==> config.mk <==
export PLATFORM = sky130hd
export DESIGN_NAME = codec_rate_vol_ctrl
export DESIGN_NICKNAME = d
export VERILOG_FILES = /design/src/verilog/codec_ctrl_pkg.sv /design/src/verilog/vol_soft_step.sv /design/src/verilog/codec_rate_vol_ctrl.sv
export VERILOG_INCLUDE_DIRS = /design/src /design/src/verilog
export SDC_FILE = /design/constraint.sdc
export NUM_CORES = 1
export LEC_CHECK = 0
export ABC_AREA = 0
export BUFFER_PORTS_ARGS = -buffer_cell sky130_fd_sc_hd__buf_4
export CORE_UTILIZATION = 40
export CTS_CLUSTER_DIAMETER = 30
export DETAILED_ROUTE_END_ITERATION = 12
export MAX_ROUTING_LAYER = met4
export PLACE_DENSITY = 0.64
export SYNTH_ARGS = -nofsm -noshare
export SYNTH_HDL_FRONTEND = slang
export SYNTH_SLANG_ARGS = --single-unit
export TNS_END_PERCENT = 20
==> constraint.sdc <==
create_clock -name pclk -period 10.9 [get_ports pclk]
set_clock_uncertainty 0.15 [all_clocks]
set_input_delay 2.18 -clock pclk [delete_from_list [all_inputs] [get_ports pclk]]
set_output_delay 2.18 -clock pclk [all_outputs]
set_load 0.05 [all_outputs]
==> src/verilog/codec_ctrl_defines.svh <==
`ifndef CODEC_CTRL_DEFINES_SVH
`define CODEC_CTRL_DEFINES_SVH

// ****************************************
// Register indices and byte addresses
// ****************************************
`define CODEC_CFG_IDX       8'h00
`define DAC_VOLUME_IDX      8'h02
`define DAC_MISC_IDX        8'h04
`define DAC_POWER_IDX       8'h05
`define CODEC_STATUS_IDX    8'h06
`define REG_ADDR(idx)       ((idx) * 4)

// ****************************************
// Field positions
// ****************************************
`define CFG_MCLK_HI         7
`define CFG_MCLK_LO         6
`define CFG_RATE_HI         5
`define CFG_RATE_LO         2
`define CFG_FMT_HI          1
`define CFG_FMT_LO          0
`define VOL_L_MUTE          15
`define VOL_L_HI            14
`define VOL_L_LO            8
`define VOL_R_MUTE          7
`define VOL_R_HI            6
`define VOL_R_LO            0
`define MISC_SLOW_STEP      1
`define MISC_STEP_DONE      0
`define PWR_DEEMPH          0
`define PWR_EFFECTS         1
`define PWR_DAC_ON          2

// ****************************************
// Reset values
// ****************************************
`define CODEC_CFG_RST       8'h00
`define DAC_VOLUME_RST      16'h8080

// ****************************************
// Codes
// ****************************************
`define MCLK_512FS          2'h2
`define RATE_11K025         4'h1
`define RATE_22K05          4'h4
`define RATE_44K1           4'h7
`define RATE_48K            4'h8
`define FMT_16BIT           2'h0
`define VOL_MUTE_CODE       8'h80

// ****************************************
// Timing
// ****************************************
`define PCLK_MHZ            200
`define SOFT_STEP_FAST_US   20
`define SOFT_STEP_SLOW_US   40
`define SOFT_STEP_FAST_CYC  (`SOFT_STEP_FAST_US * `PCLK_MHZ)
`define SOFT_STEP_SLOW_CYC  (`SOFT_STEP_SLOW_US * `PCLK_MHZ)

`endif

==> src/verilog/codec_ctrl_pkg.sv <==
package codec_ctrl_pkg;

    typedef enum logic [2:0] {
        SEQ_OFF,
        SEQ_RUN,
        SEQ_FX_DOWN,
        SEQ_PWR_DOWN
    } seq_e;

    typedef struct packed {
        logic       pll_power_down;
        logic       direct_mclk;
        logic       family_48k;
        logic [9:0] oversample_ratio;
    } clk_cfg_s;

    typedef struct packed {
        logic       dac_power_on;
        logic       deemph_on;
        logic       effects_on;
        logic [7:0] left_actual;
        logic [7:0] right_actual;
    } dac_ctl_s;

endpackage : codec_ctrl_pkg

==> src/verilog/vol_soft_step.sv <==
`timescale 1ns/1ps
`default_nettype none
`include "codec_ctrl_defines.svh"

module vol_soft_step (
    input  wire logic       pclk,
    input  wire logic       presetn,
    input  wire logic       tick,
    input  wire logic [7:0] target,
    output logic      [7:0] actual,
    output logic            done
);
    typedef struct packed {
        logic [7:0] actual;
    } step_state_s;

    step_state_s st_reg;
    step_state_s st_next;

    always_comb begin
        st_next = st_reg;
        if (tick && st_reg.actual < target) begin
            st_next.actual = st_reg.actual + 8'h01;
        end else if (tick && st_reg.actual > target) begin
            st_next.actual = st_reg.actual - 8'h01;
        end
    end

    always_ff @(posedge pclk or negedge presetn) begin
        if (!presetn) begin
            st_reg.actual <= `VOL_MUTE_CODE;
        end else begin
            st_reg <= st_next;
        end
    end

    assign actual = st_reg.actual;
    assign done   = (st_reg.actual == target);

    // ****************************************
    // Checks
    // ****************************************
    a_step_on_tick: assert property (@(posedge pclk) disable iff (!presetn)
        $changed(actual) |-> $past(tick)) else $error("volume moved without a tick");
    a_step_by_one: assert property (@(posedge pclk) disable iff (!presetn)
        $changed(actual) |-> (actual == $past(actual) + 8'h01) || (actual + 8'h01 == $past(actual)))
        else $error("volume step larger than one code");
    a_step_redirect: assert property (@(posedge pclk) disable iff (!presetn)
        tick && !done |=> $changed(actual)) else $error("ramp did not follow target");

endmodule : vol_soft_step
`default_nettype wire

==> src/verilog/codec_rate_vol_ctrl.sv <==
`timescale 1ns/1ps
`default_nettype none
`include "codec_ctrl_defines.svh"

module codec_rate_vol_ctrl
    import codec_ctrl_pkg::*;
#(
    parameter int STEP_SLOW_CYC = `SOFT_STEP_SLOW_CYC
) (
    input  wire logic        pclk,
    input  wire logic        presetn,
    input  wire logic        psel,
    input  wire logic        penable,
    input  wire logic        pwrite,
    input  wire logic [7:0]  paddr,
    input  wire logic [31:0] pwdata,
    output logic      [31:0] prdata,
    output logic             pready,
    output logic             pslverr,
    input  wire logic        bclk,
    input  wire logic        lrclk,
    output clk_cfg_s         clk_cfg,
    output dac_ctl_s         dac_ctl,
    output logic      [1:0]  serial_format_select,
    output logic      [3:0]  sample_rate_select
);
    localparam logic [13:0] FAST_CYC = 14'(`SOFT_STEP_FAST_CYC);
    localparam logic [13:0] SLOW_CYC = 14'(STEP_SLOW_CYC);

    typedef struct packed {
        logic [7:0]  cfg;
        logic [15:0] vol;
        logic        slow_soft_step;
        logic [2:0]  pwr;
        logic        deemph_applied;
        logic        effects_applied;
        logic        dac_on;
        seq_e        seq;
        logic [13:0] tick_cnt;
        logic [1:0]  bclk_s;
        logic [1:0]  lr_s;
        logic        bclk_d;
        logic        lr_d;
        logic [6:0]  bclk_cnt;
        logic [6:0]  bclk_per_frame;
        logic [31:0] rdata;
    } ctrl_state_s;

    ctrl_state_s st_reg;
    ctrl_state_s st_next;

    logic        tick;
    logic [7:0]  tgt_l;
    logic [7:0]  tgt_r;
    logic [7:0]  act_l;
    logic [7:0]  act_r;
    logic        done_l;
    logic        done_r;
    logic        ramp_to_mute;
    logic        step_done;
    logic        rate_err;
    logic        link_err;
    logic [3:0]  rate;
    logic [9:0]  osr;
    logic        fam48;
    logic        direct;
    logic        wr_en;
    logic        rd_setup;
    logic        mapped;
    logic [31:0] rd_mux;

    // ****************************************
    // Rate and clock decode
    // ****************************************
    assign rate = st_reg.cfg[`CFG_RATE_HI:`CFG_RATE_LO];

    always_comb begin
        rate_err = 1'b0;
        unique case (rate)
            4'h0: osr = 10'd768;
            4'h1: osr = 10'd512;
            4'h2: osr = 10'd512;
            4'h3: osr = 10'd384;
            4'h4: osr = 10'd256;
            4'h5: osr = 10'd256;
            4'h6: osr = 10'd192;
            4'h7: osr = 10'd128;
            4'h8: osr = 10'd128;
            default: begin
                osr      = 10'd128;
                rate_err = 1'b1;
            end
        endcase
    end

    assign fam48  = !(rate == `RATE_11K025 || rate == `RATE_22K05 || rate == `RATE_44K1);
    assign direct = (rate == `RATE_44K1 || rate == `RATE_48K)
                    && st_reg.cfg[`CFG_MCLK_HI:`CFG_MCLK_LO] == `MCLK_512FS;

    // Master clock ratio and a 44.1/48 kHz rate decide; bit clock phase is never compared
    assign clk_cfg.pll_power_down   = direct;
    assign clk_cfg.direct_mclk      = direct;
    assign clk_cfg.family_48k       = fam48;
    // Ratio steers the downstream interpolator and its image filter
    assign clk_cfg.oversample_ratio = osr;
    assign sample_rate_select       = rate;

    // Only 16-bit format allowed with 32 bit clocks per frame
    assign serial_format_select = (st_reg.bclk_per_frame == 7'd32) ? `FMT_16BIT
                                  : st_reg.cfg[`CFG_FMT_HI:`CFG_FMT_LO];
    assign link_err = !(st_reg.bclk_per_frame == 7'd32 || st_reg.bclk_per_frame == 7'd48
                        || st_reg.bclk_per_frame == 7'd64);

    // ****************************************
    // Soft-step engines
    // ****************************************
    assign ramp_to_mute = (st_reg.seq != SEQ_RUN);
    assign tgt_l = (ramp_to_mute || st_reg.vol[`VOL_L_MUTE]) ? `VOL_MUTE_CODE
                   : {1'b0, st_reg.vol[`VOL_L_HI:`VOL_L_LO]};
    assign tgt_r = (ramp_to_mute || st_reg.vol[`VOL_R_MUTE]) ? `VOL_MUTE_CODE
                   : {1'b0, st_reg.vol[`VOL_R_HI:`VOL_R_LO]};

    assign tick = (st_reg.tick_cnt == 14'h0000);

    vol_soft_step u_step_l (
        .pclk    (pclk),
        .presetn (presetn),
        .tick    (tick),
        .target  (tgt_l),
        .actual  (act_l),
        .done    (done_l)
    );

    vol_soft_step u_step_r (
        .pclk    (pclk),
        .presetn (presetn),
        .tick    (tick),
        .target  (tgt_r),
        .actual  (act_r),
        .done    (done_r)
    );

    assign step_done = done_l && done_r && (st_reg.seq == SEQ_RUN || st_reg.seq == SEQ_OFF);

    // ****************************************
    // Register port
    // ****************************************
    // Registers live only behind this port
    assign mapped = paddr == 8'(`REG_ADDR(`CODEC_CFG_IDX)) || paddr == 8'(`REG_ADDR(`DAC_VOLUME_IDX))
                 || paddr == 8'(`REG_ADDR(`DAC_MISC_IDX)) || paddr == 8'(`REG_ADDR(`DAC_POWER_IDX))
                 || paddr == 8'(`REG_ADDR(`CODEC_STATUS_IDX));
    assign wr_en    = psel && penable && pwrite && mapped;
    assign rd_setup = psel && !penable && !pwrite;
    assign pready   = 1'b1;
    assign pslverr  = psel && penable && !mapped;
    assign prdata   = st_reg.rdata;

    always_comb begin
        rd_mux = 32'h0000_0000;
        unique case (paddr)
            8'(`REG_ADDR(`CODEC_CFG_IDX)):  rd_mux = {24'h00_0000, st_reg.cfg};
            8'(`REG_ADDR(`DAC_VOLUME_IDX)): rd_mux = {16'h0000, st_reg.vol};
            8'(`REG_ADDR(`DAC_MISC_IDX)):   rd_mux = {30'h0000_0000, st_reg.slow_soft_step, step_done};
            8'(`REG_ADDR(`DAC_POWER_IDX)):  rd_mux = {29'h0000_0000, st_reg.pwr};
            8'(`REG_ADDR(`CODEC_STATUS_IDX)): rd_mux = {act_r, act_l, 5'h00, st_reg.dac_on, direct,
                                                         rate_err, link_err, st_reg.bclk_per_frame};
            default: rd_mux = 32'h0000_0000;
        endcase
    end

    // ****************************************
    // Next state
    // ****************************************
    always_comb begin
        st_next = st_reg;
        if (rd_setup) begin
            st_next.rdata = rd_mux;
        end
        if (wr_en) begin
            unique case (paddr)
                8'(`REG_ADDR(`CODEC_CFG_IDX)):  st_next.cfg = pwdata[7:0];
                8'(`REG_ADDR(`DAC_VOLUME_IDX)): st_next.vol = pwdata[15:0];
                8'(`REG_ADDR(`DAC_MISC_IDX)):   st_next.slow_soft_step = pwdata[`MISC_SLOW_STEP];
                8'(`REG_ADDR(`DAC_POWER_IDX)):  st_next.pwr = pwdata[2:0];
                default: ;
            endcase
        end

        // Step interval timer
        if (tick) begin
            st_next.tick_cnt = (st_reg.slow_soft_step ? SLOW_CYC : FAST_CYC) - 14'h0001;
        end else begin
            st_next.tick_cnt = st_reg.tick_cnt - 14'h0001;
        end

        // Power and effects sequencing
        unique case (st_reg.seq)
            SEQ_OFF: begin
                if (st_reg.pwr[`PWR_DAC_ON] && done_l && done_r) begin
                    st_next.dac_on          = 1'b1;
                    st_next.deemph_applied  = st_reg.pwr[`PWR_DEEMPH];
                    st_next.effects_applied = st_reg.pwr[`PWR_EFFECTS];
                    st_next.seq             = SEQ_RUN;
                end
            end
            SEQ_RUN: begin
                if (!st_reg.pwr[`PWR_DAC_ON]) begin
                    st_next.seq = SEQ_PWR_DOWN;
                end else if (st_reg.pwr[`PWR_DEEMPH] != st_reg.deemph_applied
                          || st_reg.pwr[`PWR_EFFECTS] != st_reg.effects_applied) begin
                    st_next.seq = SEQ_FX_DOWN;
                end
            end
            SEQ_FX_DOWN: begin
                if (done_l && done_r) begin
                    st_next.deemph_applied  = st_reg.pwr[`PWR_DEEMPH];
                    st_next.effects_applied = st_reg.pwr[`PWR_EFFECTS];
                    st_next.seq             = SEQ_RUN;
                end
            end
            SEQ_PWR_DOWN: begin
                if (done_l && done_r) begin
                    st_next.dac_on = 1'b0;
                    st_next.seq    = SEQ_OFF;
                end
            end
        endcase

        // Audio clock pins: two-stage synchronisers, then edge detect
        st_next.bclk_s = {st_reg.bclk_s[0], bclk};
        st_next.lr_s   = {st_reg.lr_s[0], lrclk};
        st_next.bclk_d = st_reg.bclk_s[1];
        st_next.lr_d   = st_reg.lr_s[1];
        if (st_reg.lr_s[1] && !st_reg.lr_d) begin
            st_next.bclk_per_frame = st_reg.bclk_cnt;
            st_next.bclk_cnt       = 7'h00;
        end
        if (st_reg.bclk_s[1] && !st_reg.bclk_d && st_next.bclk_cnt != 7'h7f) begin
            st_next.bclk_cnt = st_next.bclk_cnt + 7'h01;
        end
    end

    always_ff @(posedge pclk or negedge presetn) begin
        if (!presetn) begin
            st_reg.cfg             <= `CODEC_CFG_RST;
            st_reg.vol             <= `DAC_VOLUME_RST;
            st_reg.slow_soft_step  <= 1'b0;
            st_reg.pwr             <= 3'h0;
            st_reg.deemph_applied  <= 1'b0;
            st_reg.effects_applied <= 1'b0;
            st_reg.dac_on          <= 1'b0;
            st_reg.seq             <= SEQ_OFF;
            st_reg.tick_cnt        <= 14'h0000;
            st_reg.bclk_s          <= 2'h0;
            st_reg.lr_s            <= 2'h0;
            st_reg.bclk_d          <= 1'b0;
            st_reg.lr_d            <= 1'b0;
            st_reg.bclk_cnt        <= 7'h00;
            st_reg.bclk_per_frame  <= 7'h00;
            st_reg.rdata           <= 32'h0000_0000;
        end else begin
            st_reg <= st_next;
        end
    end

    assign dac_ctl.dac_power_on = st_reg.dac_on;
    assign dac_ctl.deemph_on    = st_reg.deemph_applied;
    assign dac_ctl.effects_on   = st_reg.effects_applied;
    assign dac_ctl.left_actual  = act_l;
    assign dac_ctl.right_actual = act_r;

    // ****************************************
    // Checks
    // ****************************************
    a_tick_fast: assert property (@(posedge pclk) disable iff (!presetn)
        tick && !st_reg.slow_soft_step |=> st_reg.tick_cnt == FAST_CYC - 14'h0001)
        else $error("fast step interval wrong");
    a_tick_slow: assert property (@(posedge pclk) disable iff (!presetn)
        tick && st_reg.slow_soft_step |=> st_reg.tick_cnt == SLOW_CYC - 14'h0001)
        else $error("slow step interval wrong");
    a_pll_direct: assert property (@(posedge pclk) disable iff (!presetn)
        clk_cfg.pll_power_down |-> clk_cfg.oversample_ratio == 10'd128 && !rate_err)
        else $error("PLL off outside 44.1/48 kHz");
    a_osr_family: assert property (@(posedge pclk) disable iff (!presetn)
        !clk_cfg.family_48k |-> clk_cfg.oversample_ratio inside {10'd512, 10'd256, 10'd128})
        else $error("44.1 kHz family ratio wrong");
    a_fx_at_mute: assert property (@(posedge pclk) disable iff (!presetn)
        $changed(dac_ctl.effects_on) || $changed(dac_ctl.deemph_on)
        |-> $past(act_l) == `VOL_MUTE_CODE && $past(act_r) == `VOL_MUTE_CODE)
        else $error("effects changed while audible");
    a_off_at_mute: assert property (@(posedge pclk) disable iff (!presetn)
        $fell(dac_ctl.dac_power_on) |-> act_l == `VOL_MUTE_CODE && act_r == `VOL_MUTE_CODE)
        else $error("DAC powered off while audible");
    a_on_from_mute: assert property (@(posedge pclk) disable iff (!presetn)
        $rose(dac_ctl.dac_power_on) |-> act_l == `VOL_MUTE_CODE && act_r == `VOL_MUTE_CODE)
        else $error("DAC powered on above mute");
    a_done_flag: assert property (@(posedge pclk) disable iff (!presetn)
        step_done && st_reg.seq == SEQ_RUN |-> act_l == tgt_l && act_r == tgt_r)
        else $error("done flag with volume still moving");
    a_fmt_16bit: assert property (@(posedge pclk) disable iff (!presetn)
        st_reg.bclk_per_frame == 7'd32 |-> serial_format_select == `FMT_16BIT)
        else $error("wide format with 32 bit clocks");
    a_unmapped_err: assert property (@(posedge pclk) disable iff (!presetn)
        psel && penable && !mapped |-> pslverr ##1 $stable(st_reg.cfg))
        else $error("unmapped access not refused");

    c_power_up: cover property (@(posedge pclk) disable iff (!presetn)
        $rose(dac_ctl.dac_power_on));
    c_fx_change: cover property (@(posedge pclk) disable iff (!presetn)
        st_reg.seq == SEQ_FX_DOWN ##1 st_reg.seq == SEQ_RUN);
    c_power_down: cover property (@(posedge pclk) disable iff (!presetn)
        $fell(dac_ctl.dac_power_on));
    c_direct_mclk: cover property (@(posedge pclk) disable iff (!presetn)
        clk_cfg.direct_mclk && dac_ctl.dac_power_on);

endmodule : codec_rate_vol_ctrl
`default_nettype wire

==> flow_summary_export.csv <==
group,metric,value,unit
synth,synth_area,0.00630,mm²
run,timing.max_cap.violations,0,
placed_design,pre_cts_slack,5.10,ns
layout,layout.cells.most_common,"dfrtp_1",
synth,synth_area_per_cell,10.3,µm²
timing,hold_viol,0,
critical_path,arrival,3.50,ns
clocking,cts_setup_buffers,0,
detailed_routing,dr.pass1.iters,8,
clocking,h-tree-depth,4,
timing,relSlewSlack,42.4,%
placed_design,gp_congestion,0.874,
layout,finalInstanceArea,0.00746,mm²
synth,ys_types,57,
synth,netlist.area_leader.share,44.1,%
timing,min_period,5.83,ns
critical_path,crit_fanout,8,
clocking,cts.sinks,115,
timing,timing.final.crit_share,53.5,%
synth,synth_area_leaders,"dfrtp_1 (44%), mux2_2 (6.8%), buf_4 (6.1%), ha_1 (6.0%), nand2_1 (4.9%)",
global_route,grtUsageTotal,19.3,%
die,boundaryPins,119,
global_route,grt_max_degree,70,
detailed_routing,wl_per_cell,15.9,µm
placed_design,dp_hpwl,10300,µm
timing,finalMaxSlewViolations,0,
clocking,cts_buffers,17,
detailed_routing,vias,4625,
clocking,path_clk_slew,0.05,ns
clocking,cts_tree,"built",
layout,final_cell_mix,"dfrtp_1 (111), buf_4 (98), nand2_1 (82)",
die,rows,45,
detailed_routing,drt_iter0_drc,281,
placed_design,placed_area,0.00687,mm²
placed_design,dp.cells,858,
die,fp.dieW,127,µm
timing,rsz0062_at_grt,"no",
timing,setup_viol,0,
power_and_ir_drop,vdd_ir_drop_max,101,µV
die,die_h,127,µm
global_route,grt_pass1_vias,4580,
timing,tns,0,ns
critical_path,path_class,"in2out",
timing,setup_ws,5.07,ns
die,die_area,0.0162,mm²
synth,synth_ff_type,"dfrtp_1",
clocking,post_cts_resized,0,
critical_path,required,8.57,ns
synth,synth_area_leader_cell,"dfrtp_1",
clocking,clk_path_buf_depth,2,
die,core-area,0.0153,mm²
detailed_routing,drc,0,
layout,drive_gt1_share,26.8,%
timing,holdWs,0.196,ns
power_and_ir_drop,powerDensity,140,mW/mm²
power_and_ir_drop,p_leak,3.58,nW
layout,instances_no_fill,890,
synth,async_flop_share,100,%
synth,yosysSeqAreaShare,45.8,%
placed_design,io_buffers,95,
layout,area_growth,18.5,%
critical_path,endpoint_kind,"output pin",
clocking,clk_latency,0.41,ns
timing,worstMarginPinSlew,0.865,ns
outcome,outcome,"finished, final reports clean",
layout,fin_nets,745,
synth,synthCells,611,
layout,largest_reg_flops,56,
synth,ys_ff_latch,115,
synth,synth_edf_count,0,
global_route,antenna_found_initial,0,
min_path,hold_path.class,"reg2reg",
die,start_util,41.3,%
timing,fmax,172,MHz
detailed_routing,drt-total-wl,14200,µm
clocking,cts_root_buf,"clkbuf_16",
global_route,grt_overflow_total,0,
critical_path,startpoint_type,"input port",
synth,ys_warn_count,0,
clocking,holdBufCountCts,0,
global_route,grt_pass1_wl,23300,µm
detailed_routing,antenna_left,0,
layout,antenna_cells,0,
detailed_routing,avgViaCountPerCell,5.20,
## worst paths after layout
kind                                   startpoint  cells past startpoint  slack (ns)                             end
max                                      paddr[5]                      5        5.07                         pslverr
min                         st_next[49]$_DFF_PN0_                      0        0.20           st_next[46]$_DFF_PN0_
max reg2reg                st_reg[67]$_DFFE_PN0P_                     16        6.60  u_step_l.actual[6]$_DFFE_PN0P_
min reg2reg                 st_next[49]$_DFF_PN0_                      0        0.20           st_next[46]$_DFF_PN0_
max in group asynchronous                 presetn                      2        7.66          st_reg[73]$_DFFE_PN0P_
min in group asynchronous                 presetn                      1        1.63            st_reg[55]$_DFF_PN0_
## per-layer routing
metal  share of wire, %  wire length, µm  global-route usage [%]
met3                4.9              690                    4.61
met4                2.0              285                    7.28
met2                 47             6630                    29.7
met5                  0                0                       -
met1                 46             6550                    24.5
## cells by family (layout without fill, tap and decap cells)
kind of cell	Yosys count	count (layout)	synth area share, %
xor gates and xnor gates	26	26	3.62
DFF	115	115	45.8
buffers and inverters	84	147	8.09
and+or+nand+nor	190	190	15.2
other	2	7	0.119
adders and majority gates	32	32	6.60
AOI/OAI and AO/OA	108	108	10.8
muxes	54	54	9.72
## worst max-delay path: stages
cell    delay [ns]
buf_4         0.11
nor3_1        0.67
and3_1        0.30
nor2_1        0.06
buf_4         0.18
## Yosys cell counts (2+ instances only)
master / number
xor2_1: 10
a21oi_1: 33
nor2_1: 31
inv_1: 17
a21o_1: 3
and3_1: 5
nor3_1: 8
a21boi_0: 2
nand4_1: 6
mux2_2: 38
buf_2: 2
nand3b_1: 4
or3_1: 3
clkbuf_1: 14
dfrtp_1: 111
or4b_2: 2
nand3_1: 10
nand2_1: 82
and4_1: 5
nor3b_1: 7
xnor2_1: 16
ha_1: 30
and2_1: 8
o21a_1: 3
dfstp_2: 4
mux2_1: 9
nor2b_1: 2
a22o_1: 22
conb_1: 2
nor4_1: 2
and3b_1: 2
o21ai_0: 28
nand2b_1: 3
o31ai_1: 4
a31oi_1: 5
fa_1: 2
mux2i_1: 6
buf_4: 51
## through the flow
| step | power, W | utilization [%] |
|---|---|---|
| after floorplan | 0.000484 | - |
| after global placement | 0.000508 | 45.1 |
| after detailed placement | 0.000510 | 45.1 |
| after CTS | 0.00106 | 48.9 |
| after global routing | 0.00108 | 48.9 |
| final | 0.00105 | 48.9 |
## layout make-up
| class | instances | area (µm²) |
|---|---|---|
| clock buffer | 19 | 453 |
| inverter | 17 | 63.8 |
| timing repair buffer | 98 | 736 |
| clock inverter | 13 | 134 |
| multi-input combinational | 417 | 2930 |
| fill | 1407 | 7800 |
| tap | 211 | 264 |
| sequential | 115 | 2880 |
## where the power goes
| group | total [W] | internal, W | switching [W] | leakage (nW) |
|---|---|---|---|---|
| sequential | 0.000443 | 0.000436 | 0.00000710 | 1.51 |
| clock | 0.000544 | 0.000346 | 0.000198 | 0.273 |
| combinational | 0.0000580 | 0.0000201 | 0.0000379 | 1.80 |
Power figures use the tool's default switching activity.
